File: src/logic/ccw_pkg.sv
package ccw_pkg;

  // ----------------------------------------------------------------
  // Register map (byte addresses on the Avalon-MM slave)
  // ----------------------------------------------------------------
  localparam logic [4:0] ADDR_CW0 = 5'h00;
  localparam logic [4:0] ADDR_MASK = 5'h04;
  localparam logic [4:0] ADDR_FRAME_ADDR = 5'h08;
  localparam logic [4:0] ADDR_FRAME_DATA = 5'h0c;
  localparam logic [4:0] ADDR_WORD_CNT = 5'h10;
  localparam logic [4:0] ADDR_STATUS = 5'h14;

  // ----------------------------------------------------------------
  // Control word zero layout and values after reset
  // ----------------------------------------------------------------
  typedef struct packed {
    logic key_source_select;
    logic internal_port_select;
    logic [16:0] rsvd_29_13;
    logic overheat_shutdown_enable;
    logic rsvd_11;
    logic fallback_disable;
    logic rsvd_9;
    logic readback_cell_mask_n;
    logic frame_addr_view_select;
    logic decryptor_enable;
    logic [1:0] security_level;
    logic keep_config_port;
    logic [1:0] rsvd_2_1;
    logic user_global_tristate_n;
  } ccw_cw0_t;

  localparam logic [31:0] CW0_WRITABLE = 32'hc00015f9;
  localparam logic [31:0] CW0_RESET = 32'h00000101;
  localparam logic [31:0] MASK_RESET = 32'hffffffff;
  localparam logic [23:0] FRAME_ADDR_RESET = 24'h000000;
  localparam logic [31:0] WORD_CNT_RESET = 32'h00000000;
  localparam logic [1:0] LEVEL_OPEN = 2'h0;
  localparam logic [1:0] LEVEL_NO_READ = 2'h1;

  // Status word field positions
  localparam int STAT_KEY_POS = 0;
  localparam int STAT_LEVEL_POS = 1;
  localparam int STAT_OVERHEAT_POS = 3;
  localparam int STAT_CFG_TRI_POS = 4;
  localparam int STAT_REFUSED_POS = 5;

  // Qualifiers that travel with each bus access
  typedef struct packed {
    logic internal_port;
    logic encrypted;
  } ccw_access_t;

  // Bus handshake states
  typedef enum logic [1:0] {
    BUS_IDLE = 2'b01,
    BUS_ANSWER = 2'b10
  } ccw_bus_state_t;

  localparam int SYNC_BITS = 2;

endpackage : ccw_pkg

File: src/logic/ccw_sync.sv
`timescale 1ns/1ps
module ccw_sync #(
  parameter int W = 2
) (
  // Clock
  input wire logic clk_i,
  input wire logic reset_i,
  input wire logic ce_i,
  // Data
  input wire logic [W-1:0] async_i,
  output logic [W-1:0] sync_o
);

  logic [W-1:0] meta_r;
  logic [W-1:0] sync_r;

  // ----------------------------------------------------------------
  // Two stages per bit; the first stage feeds only the second
  // ----------------------------------------------------------------
  genvar g;
  generate
    for (g = 0; g < W; g++) begin : g_bit
      always_ff @(posedge clk_i) begin
        if (reset_i) begin
          meta_r[g] <= 1'b0;
          sync_r[g] <= 1'b0;
        end else if (ce_i) begin
          meta_r[g] <= async_i[g];
          sync_r[g] <= meta_r[g];
        end
      end
    end
  endgenerate

  assign sync_o = sync_r;

endmodule : ccw_sync

File: src/logic/ccw_masked_merge.sv
`timescale 1ns/1ps
module ccw_masked_merge #(
  parameter int W = 32
) (
  // Inputs
  input wire logic [W-1:0] old_i,
  input wire logic [W-1:0] wdata_i,
  input wire logic [W-1:0] mask_i,
  input wire logic [W-1:0] writable_i,
  // Result
  output logic [W-1:0] merged_o
);

  // ----------------------------------------------------------------
  // Per bit: take new data only where masked in and not reserved
  // ----------------------------------------------------------------
  genvar g;
  generate
    for (g = 0; g < W; g++) begin : g_bit
      assign merged_o[g] = writable_i[g] &
        ((mask_i[g] & wdata_i[g]) | (~mask_i[g] & old_i[g]));
    end
  endgenerate

endmodule : ccw_masked_merge

File: src/logic/ccw_control_word.sv
// The implementer's own choices: the register offsets and the Avalon-MM register port.
`timescale 1ns/1ps
// What this block does
// - Every control write passes the bit-update mask
// - Bit 31 picks key: RAM default, fuse
// - Key source frozen once decryptor is enabled
// - Bit 30 picks top or bottom internal port
// - Bit 12 lets over-temperature alarm power down
// - Bit 10 set stops on failure, no fallback
// - Bit 8 low masks changeable cell readback
// - Bit 7 picks ECC or CRC frame address
// - Bit 6 enables the decryptor
// - Bits 5:4 security: open, no read, locked
// - Security applies to external port only
// - New level acts after stream end or startup
// - External encrypted writes only to frame address/data
// - Bit 3 keeps mode-pin config port alive
// - Bit 0 low tri-states all user I/O
// - Both tri-states asserted turn pull-ups off
// - Decrypt word count readable only when decryptor off
module ccw_control_word (
  // Clock, reset, enable
  input wire logic CORE_CLK_I,
  input wire logic RESET_I,
  input wire logic CE_I,
  // Avalon-MM slave
  input wire logic [4:0] AVS_ADDRESS_I,
  input wire logic AVS_READ_I,
  input wire logic AVS_WRITE_I,
  input wire logic [31:0] AVS_WRITEDATA_I,
  input wire logic [3:0] AVS_BYTEENABLE_I,
  output logic [31:0] AVS_READDATA_O,
  output logic AVS_WAITREQUEST_O,
  // Access qualifiers from the packet front end
  input wire logic CFG_SRC_INTERNAL_I,
  input wire logic CFG_ENCRYPTED_I,
  // Configuration sequencing events
  input wire logic END_OF_STARTUP_I,
  input wire logic ENC_STREAM_END_I,
  // Frame address sources
  input wire logic [23:0] ECC_ERROR_FRAME_ADDR_I,
  input wire logic [23:0] READBACK_CRC_ADDR_I,
  // Pins
  input wire logic OVERHEAT_ALARM_I,
  input wire logic CFG_GLOBAL_TRISTATE_N_I,
  // Control outputs
  output logic KEY_SOURCE_SELECT_O,
  output logic INTERNAL_PORT_SELECT_O,
  output logic OVERHEAT_POWER_DOWN_O,
  output logic FALLBACK_DISABLE_O,
  output logic READBACK_CELL_MASK_N_O,
  output logic [23:0] FRAME_ADDR_VIEW_O,
  output logic DECRYPTOR_ENABLE_O,
  output logic [1:0] SECURITY_LEVEL_O,
  output logic KEEP_CONFIG_PORT_O,
  output logic USER_GLOBAL_TRISTATE_N_O,
  output logic PULLUP_OFF_O,
  // Frame data path
  output logic [31:0] FRAME_DATA_O,
  output logic FRAME_DATA_VALID_O
);

  ccw_pkg::ccw_cw0_t cw0_r;
  ccw_pkg::ccw_cw0_t cw0_nxt;
  ccw_pkg::ccw_access_t acc;
  ccw_pkg::ccw_bus_state_t bus_r;
  logic [31:0] mask_r;
  logic [23:0] frame_addr_r;
  logic [31:0] word_cnt_r;
  logic key_eff_r;
  logic [1:0] level_eff_r;
  logic eos_prev_r;
  logic refused_r;
  logic waitreq_r;
  logic [31:0] rdata_r;
  logic [31:0] fdata_r;
  logic fvalid_r;
  logic [1:0] pins_sync;
  logic overheat_s;
  logic cfg_tri_n_s;
  logic take;
  logic ext;
  logic rd_block;
  logic wr_block;
  logic wr_ok;
  logic [31:0] lane_mask;
  logic [31:0] eff_mask;
  logic load_level;
  logic [31:0] status_word;
  logic [31:0] rd_value;

  // ----------------------------------------------------------------
  // Pin synchronisers and masked merge
  // ----------------------------------------------------------------
  ccw_sync #(
    .W(ccw_pkg::SYNC_BITS)
  ) u_sync (
    .clk_i(CORE_CLK_I),
    .reset_i(RESET_I),
    .ce_i(CE_I),
    .async_i({OVERHEAT_ALARM_I, CFG_GLOBAL_TRISTATE_N_I}),
    .sync_o(pins_sync)
  );
  assign overheat_s = pins_sync[1];
  assign cfg_tri_n_s = pins_sync[0];

  genvar g;
  generate
    for (g = 0; g < 4; g++) begin : g_lane
      assign lane_mask[8*g +: 8] = {8{AVS_BYTEENABLE_I[g]}};
    end
  endgenerate
  assign eff_mask = mask_r & lane_mask;

  ccw_masked_merge #(
    .W(32)
  ) u_merge (
    .old_i(cw0_r),
    .wdata_i(AVS_WRITEDATA_I),
    .mask_i(eff_mask),
    .writable_i(ccw_pkg::CW0_WRITABLE),
    .merged_o(cw0_nxt)
  );

  // ----------------------------------------------------------------
  // Access qualification
  // ----------------------------------------------------------------
  assign acc = '{internal_port: CFG_SRC_INTERNAL_I, encrypted: CFG_ENCRYPTED_I};
  assign take = CE_I & (AVS_READ_I | AVS_WRITE_I) & (bus_r == ccw_pkg::BUS_IDLE);
  assign ext = ~acc.internal_port;
  assign rd_block = ext & (level_eff_r != ccw_pkg::LEVEL_OPEN);
  // Locked level stops all external writes; below it encrypted data may
  // reach only the frame address and frame data registers.
  assign wr_block = ext & (level_eff_r[1] | (acc.encrypted &
    (AVS_ADDRESS_I != ccw_pkg::ADDR_FRAME_ADDR) &
    (AVS_ADDRESS_I != ccw_pkg::ADDR_FRAME_DATA)));
  assign wr_ok = take & AVS_WRITE_I & ~wr_block;
  assign load_level = cw0_r.decryptor_enable ? ENC_STREAM_END_I :
    (END_OF_STARTUP_I & ~eos_prev_r);

  // ----------------------------------------------------------------
  // Bus handshake: one wait cycle, then one answer cycle
  // ----------------------------------------------------------------
  always_ff @(posedge CORE_CLK_I) begin
    if (RESET_I) begin
      bus_r <= ccw_pkg::BUS_IDLE;
      waitreq_r <= 1'b1;
    end else if (CE_I) begin
      unique case (bus_r)
        ccw_pkg::BUS_IDLE: begin
          if (take) begin
            bus_r <= ccw_pkg::BUS_ANSWER;
            waitreq_r <= 1'b0;
          end
        end
        ccw_pkg::BUS_ANSWER: begin
          bus_r <= ccw_pkg::BUS_IDLE;
          waitreq_r <= 1'b1;
        end
        default: begin
          bus_r <= ccw_pkg::BUS_IDLE;
          waitreq_r <= 1'b1;
        end
      endcase
    end
  end

  // ----------------------------------------------------------------
  // Register writes
  // ----------------------------------------------------------------
  always_ff @(posedge CORE_CLK_I) begin
    if (RESET_I) begin
      cw0_r <= ccw_pkg::CW0_RESET;
      mask_r <= ccw_pkg::MASK_RESET;
      frame_addr_r <= ccw_pkg::FRAME_ADDR_RESET;
      word_cnt_r <= ccw_pkg::WORD_CNT_RESET;
    end else if (wr_ok) begin
      unique case (AVS_ADDRESS_I)
        ccw_pkg::ADDR_CW0: cw0_r <= cw0_nxt;
        ccw_pkg::ADDR_MASK: mask_r <= (mask_r & ~lane_mask) | (AVS_WRITEDATA_I & lane_mask);
        ccw_pkg::ADDR_FRAME_ADDR: frame_addr_r <= AVS_WRITEDATA_I[23:0];
        ccw_pkg::ADDR_WORD_CNT: word_cnt_r <= AVS_WRITEDATA_I;
        default: ;
      endcase
    end
  end

  // Frame data leaves as a one-cycle strobe
  always_ff @(posedge CORE_CLK_I) begin
    if (RESET_I) begin
      fdata_r <= 32'h00000000;
      fvalid_r <= 1'b0;
    end else if (CE_I) begin
      fvalid_r <= wr_ok & (AVS_ADDRESS_I == ccw_pkg::ADDR_FRAME_DATA);
      if (wr_ok & (AVS_ADDRESS_I == ccw_pkg::ADDR_FRAME_DATA)) begin
        fdata_r <= AVS_WRITEDATA_I;
      end
    end
  end

  // ----------------------------------------------------------------
  // Key latch and deferred security level
  // ----------------------------------------------------------------
  // The key choice is the bit 31 value held before the write that turns the decryptor on; later
  // writes to bit 31 are stored and readable but reach the key mux only once the decryptor is off.
  always_ff @(posedge CORE_CLK_I) begin
    if (RESET_I) begin
      key_eff_r <= 1'b0;
    end else if (CE_I & ~cw0_r.decryptor_enable) begin
      key_eff_r <= cw0_r.key_source_select;
    end
  end

  always_ff @(posedge CORE_CLK_I) begin
    if (RESET_I) begin
      level_eff_r <= ccw_pkg::LEVEL_OPEN;
      eos_prev_r <= 1'b0;
    end else if (CE_I) begin
      eos_prev_r <= END_OF_STARTUP_I;
      if (load_level) begin
        level_eff_r <= cw0_r.security_level;
      end
    end
  end

  // Refusal flag: a new refusal wins over the read that clears it
  always_ff @(posedge CORE_CLK_I) begin
    if (RESET_I) begin
      refused_r <= 1'b0;
    end else if (CE_I) begin
      if (take & ((AVS_WRITE_I & wr_block) | (AVS_READ_I & rd_block))) begin
        refused_r <= 1'b1;
      end else if (take & AVS_READ_I & (AVS_ADDRESS_I == ccw_pkg::ADDR_STATUS)) begin
        refused_r <= 1'b0;
      end
    end
  end

  // ----------------------------------------------------------------
  // Read path
  // ----------------------------------------------------------------
  always_comb begin
    status_word = 32'h00000000;
    status_word[ccw_pkg::STAT_KEY_POS] = key_eff_r;
    status_word[ccw_pkg::STAT_LEVEL_POS +: 2] = level_eff_r;
    status_word[ccw_pkg::STAT_OVERHEAT_POS] = overheat_s;
    status_word[ccw_pkg::STAT_CFG_TRI_POS] = cfg_tri_n_s;
    status_word[ccw_pkg::STAT_REFUSED_POS] = refused_r;
    unique case (AVS_ADDRESS_I)
      ccw_pkg::ADDR_CW0: rd_value = cw0_r & ccw_pkg::CW0_WRITABLE;
      ccw_pkg::ADDR_MASK: rd_value = mask_r;
      ccw_pkg::ADDR_FRAME_ADDR: rd_value = {8'h00, frame_addr_r};
      ccw_pkg::ADDR_WORD_CNT: rd_value = cw0_r.decryptor_enable ? 32'h00000000 : word_cnt_r;
      ccw_pkg::ADDR_STATUS: rd_value = status_word;
      default: rd_value = 32'h00000000;
    endcase
  end

  always_ff @(posedge CORE_CLK_I) begin
    if (RESET_I) begin
      rdata_r <= 32'h00000000;
    end else if (take) begin
      rdata_r <= (AVS_READ_I & ~rd_block) ? rd_value : 32'h00000000;
    end
  end

  // ----------------------------------------------------------------
  // Control outputs
  // ----------------------------------------------------------------
  always_ff @(posedge CORE_CLK_I) begin
    if (RESET_I) begin
      KEY_SOURCE_SELECT_O <= 1'b0;
      INTERNAL_PORT_SELECT_O <= 1'b0;
      OVERHEAT_POWER_DOWN_O <= 1'b0;
      FALLBACK_DISABLE_O <= 1'b0;
      READBACK_CELL_MASK_N_O <= 1'b1;
      FRAME_ADDR_VIEW_O <= 24'h000000;
      DECRYPTOR_ENABLE_O <= 1'b0;
      SECURITY_LEVEL_O <= ccw_pkg::LEVEL_OPEN;
      KEEP_CONFIG_PORT_O <= 1'b0;
      USER_GLOBAL_TRISTATE_N_O <= 1'b1;
      PULLUP_OFF_O <= 1'b0;
    end else if (CE_I) begin
      KEY_SOURCE_SELECT_O <= cw0_r.decryptor_enable ? key_eff_r :
        cw0_r.key_source_select;
      INTERNAL_PORT_SELECT_O <= cw0_r.internal_port_select;
      OVERHEAT_POWER_DOWN_O <= cw0_r.overheat_shutdown_enable & overheat_s;
      FALLBACK_DISABLE_O <= cw0_r.fallback_disable;
      READBACK_CELL_MASK_N_O <= cw0_r.readback_cell_mask_n;
      FRAME_ADDR_VIEW_O <= cw0_r.frame_addr_view_select ? READBACK_CRC_ADDR_I :
        ECC_ERROR_FRAME_ADDR_I;
      DECRYPTOR_ENABLE_O <= cw0_r.decryptor_enable;
      SECURITY_LEVEL_O <= level_eff_r;
      KEEP_CONFIG_PORT_O <= cw0_r.keep_config_port;
      USER_GLOBAL_TRISTATE_N_O <= cw0_r.user_global_tristate_n;
      PULLUP_OFF_O <= ~cw0_r.user_global_tristate_n & ~cfg_tri_n_s;
    end
  end

  assign AVS_READDATA_O = rdata_r;
  assign AVS_WAITREQUEST_O = waitreq_r;
  assign FRAME_DATA_O = fdata_r;
  assign FRAME_DATA_VALID_O = fvalid_r;

  // ----------------------------------------------------------------
  // Checks
  // ----------------------------------------------------------------
  reserved_zero_a: assert property (@(posedge CORE_CLK_I) disable iff (RESET_I)
    (cw0_r & ~ccw_pkg::CW0_WRITABLE) == 32'h00000000)
    else $error("reserved control bit set");

  mask_hold_a: assert property (@(posedge CORE_CLK_I) disable iff (RESET_I)
    (wr_ok && AVS_ADDRESS_I == ccw_pkg::ADDR_CW0) |=>
      ((cw0_r ^ $past(cw0_r)) & ~$past(eff_mask)) == 32'h00000000)
    else $error("masked-out control bit changed");

  mask_apply_a: assert property (@(posedge CORE_CLK_I) disable iff (RESET_I)
    (wr_ok && AVS_ADDRESS_I == ccw_pkg::ADDR_CW0) |=>
      (cw0_r & $past(eff_mask)) ==
      ($past(AVS_WRITEDATA_I) & $past(eff_mask) & ccw_pkg::CW0_WRITABLE))
    else $error("masked-in control bit not written");

  key_fixed_a: assert property (@(posedge CORE_CLK_I) disable iff (RESET_I)
    (cw0_r.decryptor_enable && CE_I) ##1 cw0_r.decryptor_enable |->
      KEY_SOURCE_SELECT_O == key_eff_r && $stable(key_eff_r))
    else $error("key source moved while decryptor on");

  level_hold_a: assert property (@(posedge CORE_CLK_I) disable iff (RESET_I)
    !load_level |=> $stable(level_eff_r))
    else $error("security level changed without stream end");

  ext_read_block_a: assert property (@(posedge CORE_CLK_I) disable iff (RESET_I)
    (take && AVS_READ_I && ext && level_eff_r != ccw_pkg::LEVEL_OPEN) |=>
      AVS_READDATA_O == 32'h00000000 && !AVS_WAITREQUEST_O)
    else $error("external read not blocked");

  int_read_ok_a: assert property (@(posedge CORE_CLK_I) disable iff (RESET_I)
    (take && AVS_READ_I && !ext && AVS_ADDRESS_I == ccw_pkg::ADDR_CW0) |=>
      AVS_READDATA_O == cw0_r)
    else $error("internal read restricted");

  enc_write_block_a: assert property (@(posedge CORE_CLK_I) disable iff (RESET_I)
    (take && AVS_WRITE_I && ext && acc.encrypted &&
      AVS_ADDRESS_I == ccw_pkg::ADDR_CW0) |=> $stable(cw0_r))
    else $error("encrypted write reached control word");

  count_hidden_a: assert property (@(posedge CORE_CLK_I) disable iff (RESET_I)
    (take && AVS_READ_I && AVS_ADDRESS_I == ccw_pkg::ADDR_WORD_CNT &&
      cw0_r.decryptor_enable) |=> AVS_READDATA_O == 32'h00000000)
    else $error("word count visible with decryptor on");

  pullup_off_a: assert property (@(posedge CORE_CLK_I) disable iff (RESET_I)
    CE_I |=> PULLUP_OFF_O ==
      ($past(~cw0_r.user_global_tristate_n) && $past(~cfg_tri_n_s)))
    else $error("pull-up control wrong");

  answer_time_a: assert property (@(posedge CORE_CLK_I) disable iff (RESET_I)
    take |=> !AVS_WAITREQUEST_O ##1 AVS_WAITREQUEST_O)
    else $error("bus answer timing wrong");

endmodule : ccw_control_word

File: config.mk
export PLATFORM = sky130hd
export DESIGN_NAME = ccw_control_word
export DESIGN_NICKNAME = d
export VERILOG_FILES = /design/src/logic/ccw_pkg.sv /design/src/logic/ccw_sync.sv /design/src/logic/ccw_masked_merge.sv /design/src/logic/ccw_control_word.sv
export SDC_FILE = /design/constraint.sdc
export NUM_CORES = 1
export LEC_CHECK = 0
export ABC_CLOCK_PERIOD_IN_PS = 2300
export BUFFER_PORTS_ARGS = -buffer_cell sky130_fd_sc_hd__buf_2
export CORE_AREA = 2 2 164 166
export DETAILED_ROUTE_END_ITERATION = 8
export DIE_AREA = 0 0 166 168
export GPL_ROUTABILITY_DRIVEN = 0
export PLACE_DENSITY = 0.63
export SYNTH_ARGS = -nofsm -noshare
export SYNTH_HDL_FRONTEND = slang
export SYNTH_SLANG_ARGS = --single-unit
File: constraint.sdc
create_clock -name CORE_CLK_I -period 2.3 [get_ports CORE_CLK_I]
set_input_delay 0.46 -clock CORE_CLK_I [delete_from_list [all_inputs] [get_ports CORE_CLK_I]]
set_output_delay 0.46 -clock CORE_CLK_I [all_outputs]
set_load 0.02 [all_outputs]
-- Word level (Yosys, flattened, before mapping)
Cells that the tools add are included.
- flip-flop bits (word level): 211
- input bits: 100
- logic and storage cells: 147
- equal/unequal tests: 9
- mux-type cells: 12
- bitwise logic cells: 78
- reduce and logical (&&, ||, !) cells: 11
- operators with widths (kind ; count):
    $pmux W32 S5 ; 1
    $and A32 B32 Y32 ; 3
    $mux W32 ; 2
    $and A1 B1 Y1 ; 41
    $not A32 Y32 ; 1
    $or A32 B32 Y32 ; 1
    $mux W24 ; 1
    $not A1 Y1 ; 18
    $reduce_and A2 Y1 ; 8
    $or A1 B1 Y1 ; 14
    $eq A5 B4 Y1 const B ; 2
    $eq A5 B5 Y1 const B ; 2
    $ne A5 B4 Y1 const B ; 2
    $mux W1 ; 6
    $eq A5 B3 Y1 const B ; 1
    $logic_not A5 Y1 ; 1
    $mux W2 ; 2
    $reduce_bool A2 Y1 ; 2
    $eq A2 B1 Y1 const B ; 1
    $ne A2 B2 Y1 const B ; 1

-- Longest topological paths before layout
- depth after elaboration: 10
- gate-level depth with buffers: 7

-- Cells and area by module
From an unflattened synthesis, not the netlist that was laid out.
- cell total of the unflattened synthesis: 1173
- area, all modules: 10010.9 sq um
- by module, submodules not included (module ; instances ; cells an instance ; area each (sq um) ; sequential area each (sq um)):
    ccw_control_word ; 1 ; 1096 ; 9350.2 ; 4544.4
    ccw_masked_merge ; 1 ; 64 ; 520.5 ; 0.0
    ccw_sync ; 1 ; 13 ; 140.1 ; 80.1

-- Least setup slack after synthesis
Ideal clock, no wire load.
- path kind: input to register
- start point: input AVS_ADDRESS_I[3]
- end point: register rdata_r[27] (netlist: AVS_READDATA_O[27])
- arrival: 1678 ps
- data required time: 2229 ps
- path slack: 552 ps
- stages: 6
- cell sequence: buf_2 > or4b_1 > clkbuf_1 > nor3_1 > o21bai_1 > a21oi_1
- word-level cells in the longest chain between the ends: 3
- elaborated cells between the ends (all ways): 7
- classes of those cells: eq/ne: 4; mux: 2; reduce/logical: 1
- RTL lines (what ; line ; source):
    start: declaration ; ccw_control_word.sv:27 ; input wire logic [4:0] AVS_ADDRESS_I,
    $eq A5 B5 Y1, or another cell as far along ; ccw_control_word.sv:249 ; unique case (AVS_ADDRESS_I)
    $pmux W32 S5 * ; ccw_control_word.sv:249 ;
    $mux W32 * ; ccw_control_word.sv:263 ; rdata_r <= (AVS_READ_I & ~rd_block) ? rd_value : 32'h00000000;
    end signal: assignment ; ccw_control_word.sv:263 ;
    end: declaration ; ccw_control_word.sv:75 ; logic [31:0] rdata_r;
Mark *: on every way between the ends. The rest lies on a longest branch, timed or not.
A chain may end at the register's enable or synchronous reset.

==> impl_metrics.csv <==
group,metric,value,unit
synth,syn_avg_cell_area,9.15,um^2
worst_setup_path,cp-start-kind,"flip-flop",
synth,yosysSeqAreaShare,46.5,%
worst_setup_path,required,2.69,ns
clocking,root_buffer,"clkbuf_16",
synth,synth-edff-count,0,
cells_and_area,nFillCells,2601,
sta,slew_viol_final,0,
synth,yosys-top-cells-area,"dfxtp_1 (46%), mux2i_1 (9.8%), nand2_1 (6.1%)",
cells_and_area,areaGrowthSynthToFinish,24.4,%
die,rows,60,
worst_setup_path,slowest_stage,"dfxtp_1",
power,leakagePower,4.86,nW
run_status,status,"complete, no violations",
grt,track_usage,19.3,%
clocking,cts_sinks,210,
synth,synthAdderAreaFrac,0,%
placement,dp_hpwl,19100,um
synth,netlist_area,9050,um^2
route,detail-route-antenna-nets,0,
placement,dp.cells,1478,
die,io_pins,201,
clocking,cts_resized,0,
cells_and_area,antennaDiodeCount,0,
worst_setup_path,reg2reg_depth,5,
cells_and_area,drive_above_1_share,26.6,%
synth,async_reset_ff_share,0,%
worst_setup_path,critPathArrivalTime,2.32,ns
route,vias,8104,
power,p_per_area,726,nW/um^2
die,core,26400,um^2
placement,placement.io_buffers,200,
sta,rsz0062_at_grt,"false",
sta,finalHoldViolCount,0,
synth,synthesis.instances,989,
synth,postSynthRegisterBits,210,
grt,antenna_found_initial,1,
clocking,cts_hold_buf,0,
synth,synth-main-ff-cell,"dfxtp_1",
grt,grt_pass1_vias,7971,
min_path,min_path_cells,3,
min_path,whs_endpoint,"u_sync.meta_r[0]$_SDFFE_PP0P_",
grt,overflow,0,
synth,netlist.area_leader.share,46.5,%
power,clkPwrFrac,46.8,%
power,p_seq_share,45.4,%
worst_setup_path,rr_startpoint,"bus_r[0]$_SDFFE_PP1P_",
synth,synth_compound_area_share,21.3,%
min_path,worstHoldStart,"CFG_GLOBAL_TRISTATE_N_I",
sta,finalClockSkew,0.00713,ns
power,p_int,6.22,mW
route,wl_per_cell,18.1,um
synth,synth_top_family_by_area,"compound AO/OA/AOI/OAI gates",
route,drc,0,
synth,yosys.area.top_type,"dfxtp_1",
power,power_frac_comb,7.8,%
clocking,clk_latency,0.52,ns
cells_and_area,nets,1263,
synth,synthTopCellsByCount,"dfxtp_1 (210), nand2_1 (148), mux2i_1 (89)",
power,ir_drop,0.000444,V
die,die_x,166,um
synth,synth_most_common_cell,"dfxtp_1",
clocking,cts_setup_buffers,0,
route,dr.pass1.iters,7,
sta,setup_tns,0,ns
min_path,worstHoldPathType,"in2reg",
synth,yosys.cell_types.count,50,
clocking,cts-buffers-inserted,24,
worst_setup_path,slowest_delay,0.42,ns
worst_setup_path,critPathBufInv,1,
worst_setup_path,cp_cell_sequence,"and4b_1 > o211a_1 > buf_4 > and3_1 > o21ai_0",
power,swShare,23.9,%
worst_setup_path,worstSetupPathType,"reg2reg",
sta,max_freq,517,MHz
clocking,clock_path_buffers,3,
worst_setup_path,endpoint_kind,"flip-flop",
power,switchingPower,1.95,mW
die,die_h,168,um
grt,grt_pass1_wl,43800,um
worst_setup_path,r2r_setup_slack,0.37,ns
flow_run,drv_cap,0,
route,drt_iter0_drc,511,
sta,setup-violations-final,0,
worst_setup_path,critical-path-top-delay-family,"simple AND/OR/NAND/NOR gates",
sta,max-slew-margin-rel,55.0,%
grt,grt_max_degree,136,
synth,synth_fp_nets,1089,
sta,fin_crit_sh,84.0,%
route,wl,27600,um
route,viasPerCell,5.33,
synth,synth_simple_gate_area_share,15.0,%
clocking,clkTransAtPathRegs,0.06,ns
synth,ys.warnings.count,0,
synth,synth_xor_area_share,0,%
cells_and_area,final_cell_count_no_fill,1521,
die,die_area,27900,um^2
worst_setup_path,path_max_fanout,12,
clocking,cts_tree,"built",
sta,fin_crit,1.93,ns
die,initial_core_util,34.3,%
sta,max_slew.worst_pin.slew,0.674,ns
synth,synth.mux.area_fraction,10.7,%
clocking,htree_levels,1,
==> cells by family after synthesis <==
| group | count (synthesis) |
|---|---|
| compound gates | 258 |
| buf+inv | 130 |
| flops | 210 |
| mux | 96 |
| simple gates | 295 |
==> worst max path at each step <==
| stage | start | to | slack, ns | cells after the start |
|---|---|---|---|---|
| final | bus_r[0]$_SDFFE_PP1P_ | flip-flop | 0.37 | 5 |
| after global placement | AVS_ADDRESS_I[4] | FRAME_DATA_O[14]$_SDFFE_PP0P_ | 0.25 | 7 |
| after CTS | bus_r[0]$_SDFFE_PP1P_ | flip-flop | 0.34 | 5 |
| after global routing | bus_r[0]$_SDFFE_PP1P_ | flip-flop | 0.22 | 5 |
| after floorplan | AVS_ADDRESS_I[3] | AVS_READDATA_O[27]$_SDFFE_PP0P_ | 0.55 | 6 |
| after detailed placement | AVS_ADDRESS_I[4] | flip-flop | 0.15 | 6 |
==> metrics by stage <==
step	util (%)	area, um^2	setup slack, ns	power [mW]	hold WS [ns]
after global placement	39.7	10500	0.253	4.42	0.441
after CTS	42.7	11300	0.341	8.25	0.184
after global routing	42.7	11300	0.218	8.47	0.197
final	42.7	11300	0.367	8.17	0.193
after floorplan	-	9050	0.552	4.14	0.436
after detailed placement	39.7	10500	0.155	4.42	0.447
==> area by class of cell <==
cell class / count / area, um^2 / share of cell area, %
tap: 341 / 427 / 3.79
inverter: 35 / 133 / 1.18
clock buffer: 36 / 737 / 6.55
timing repair buffer: 243 / 1410 / 12.6
sequential: 210 / 4200 / 37.3
multi-input combinational: 649 / 4280 / 38.0
clock inverter: 7 / 62.6 / 0.556
==> power groups by stage <==
stage / registers, mW / logic (mW) / clock network, mW
after CTS: 3.71 / 0.640 / 3.91
after detailed placement: 3.79 / 0.639 / 0
final: 3.71 / 0.638 / 3.83
after floorplan: 3.82 / 0.316 / 0
after global routing: 3.71 / 0.694 / 4.06
after global placement: 3.79 / 0.633 / 0
==> metal layers <==
metal	vias up	global-route usage (%)	share of wire, %
met3	35	4.82	8.3
met1	3823	25.3	43
met4	2	5.07	1.7
met2	301	31.8	47
met5	-	0	0.047
li1	3943	-	-
==> cells in the final DEF (no fill, tap or decap), types with 2 or more instances in the layout <==
master,netlist,routed
o31ai_1,6,6
clkbuf_1,48,4
buf_2,31,199
nand2_1,148,148
nor3_1,38,38
o22ai_1,4,4
buf_12,0,7
a21oi_1,46,46
a22oi_1,39,39
buf_4,4,37
a221oi_2,16,16
nand2b_1,6,6
a31o_2,2,2
nand4_1,13,13
a31o_1,30,30
a41oi_1,32,32
nor4b_4,2,2
and4b_1,3,3
a221oi_1,4,4
mux2i_1,89,89
o21bai_1,7,7
dfxtp_1,210,210
clkinv_2,0,6
clkbuf_8,0,7
inv_1,34,34
a211oi_1,25,25
mux2_2,7,7
clkbuf_16,0,25
and3_1,12,12
and2_1,4,3
nor2_1,51,51
o21ai_0,40,40
nand3_1,8,8
==> worst register-to-register path, cell delays in order (launching register included) <==
cell	delay, ns
dfxtp_1	0.42
and4b_1	0.40
o211a_1	0.32
buf_4	0.22
and3_1	0.32
o21ai_0	0.12
Power figures use the tool's default switching activity.
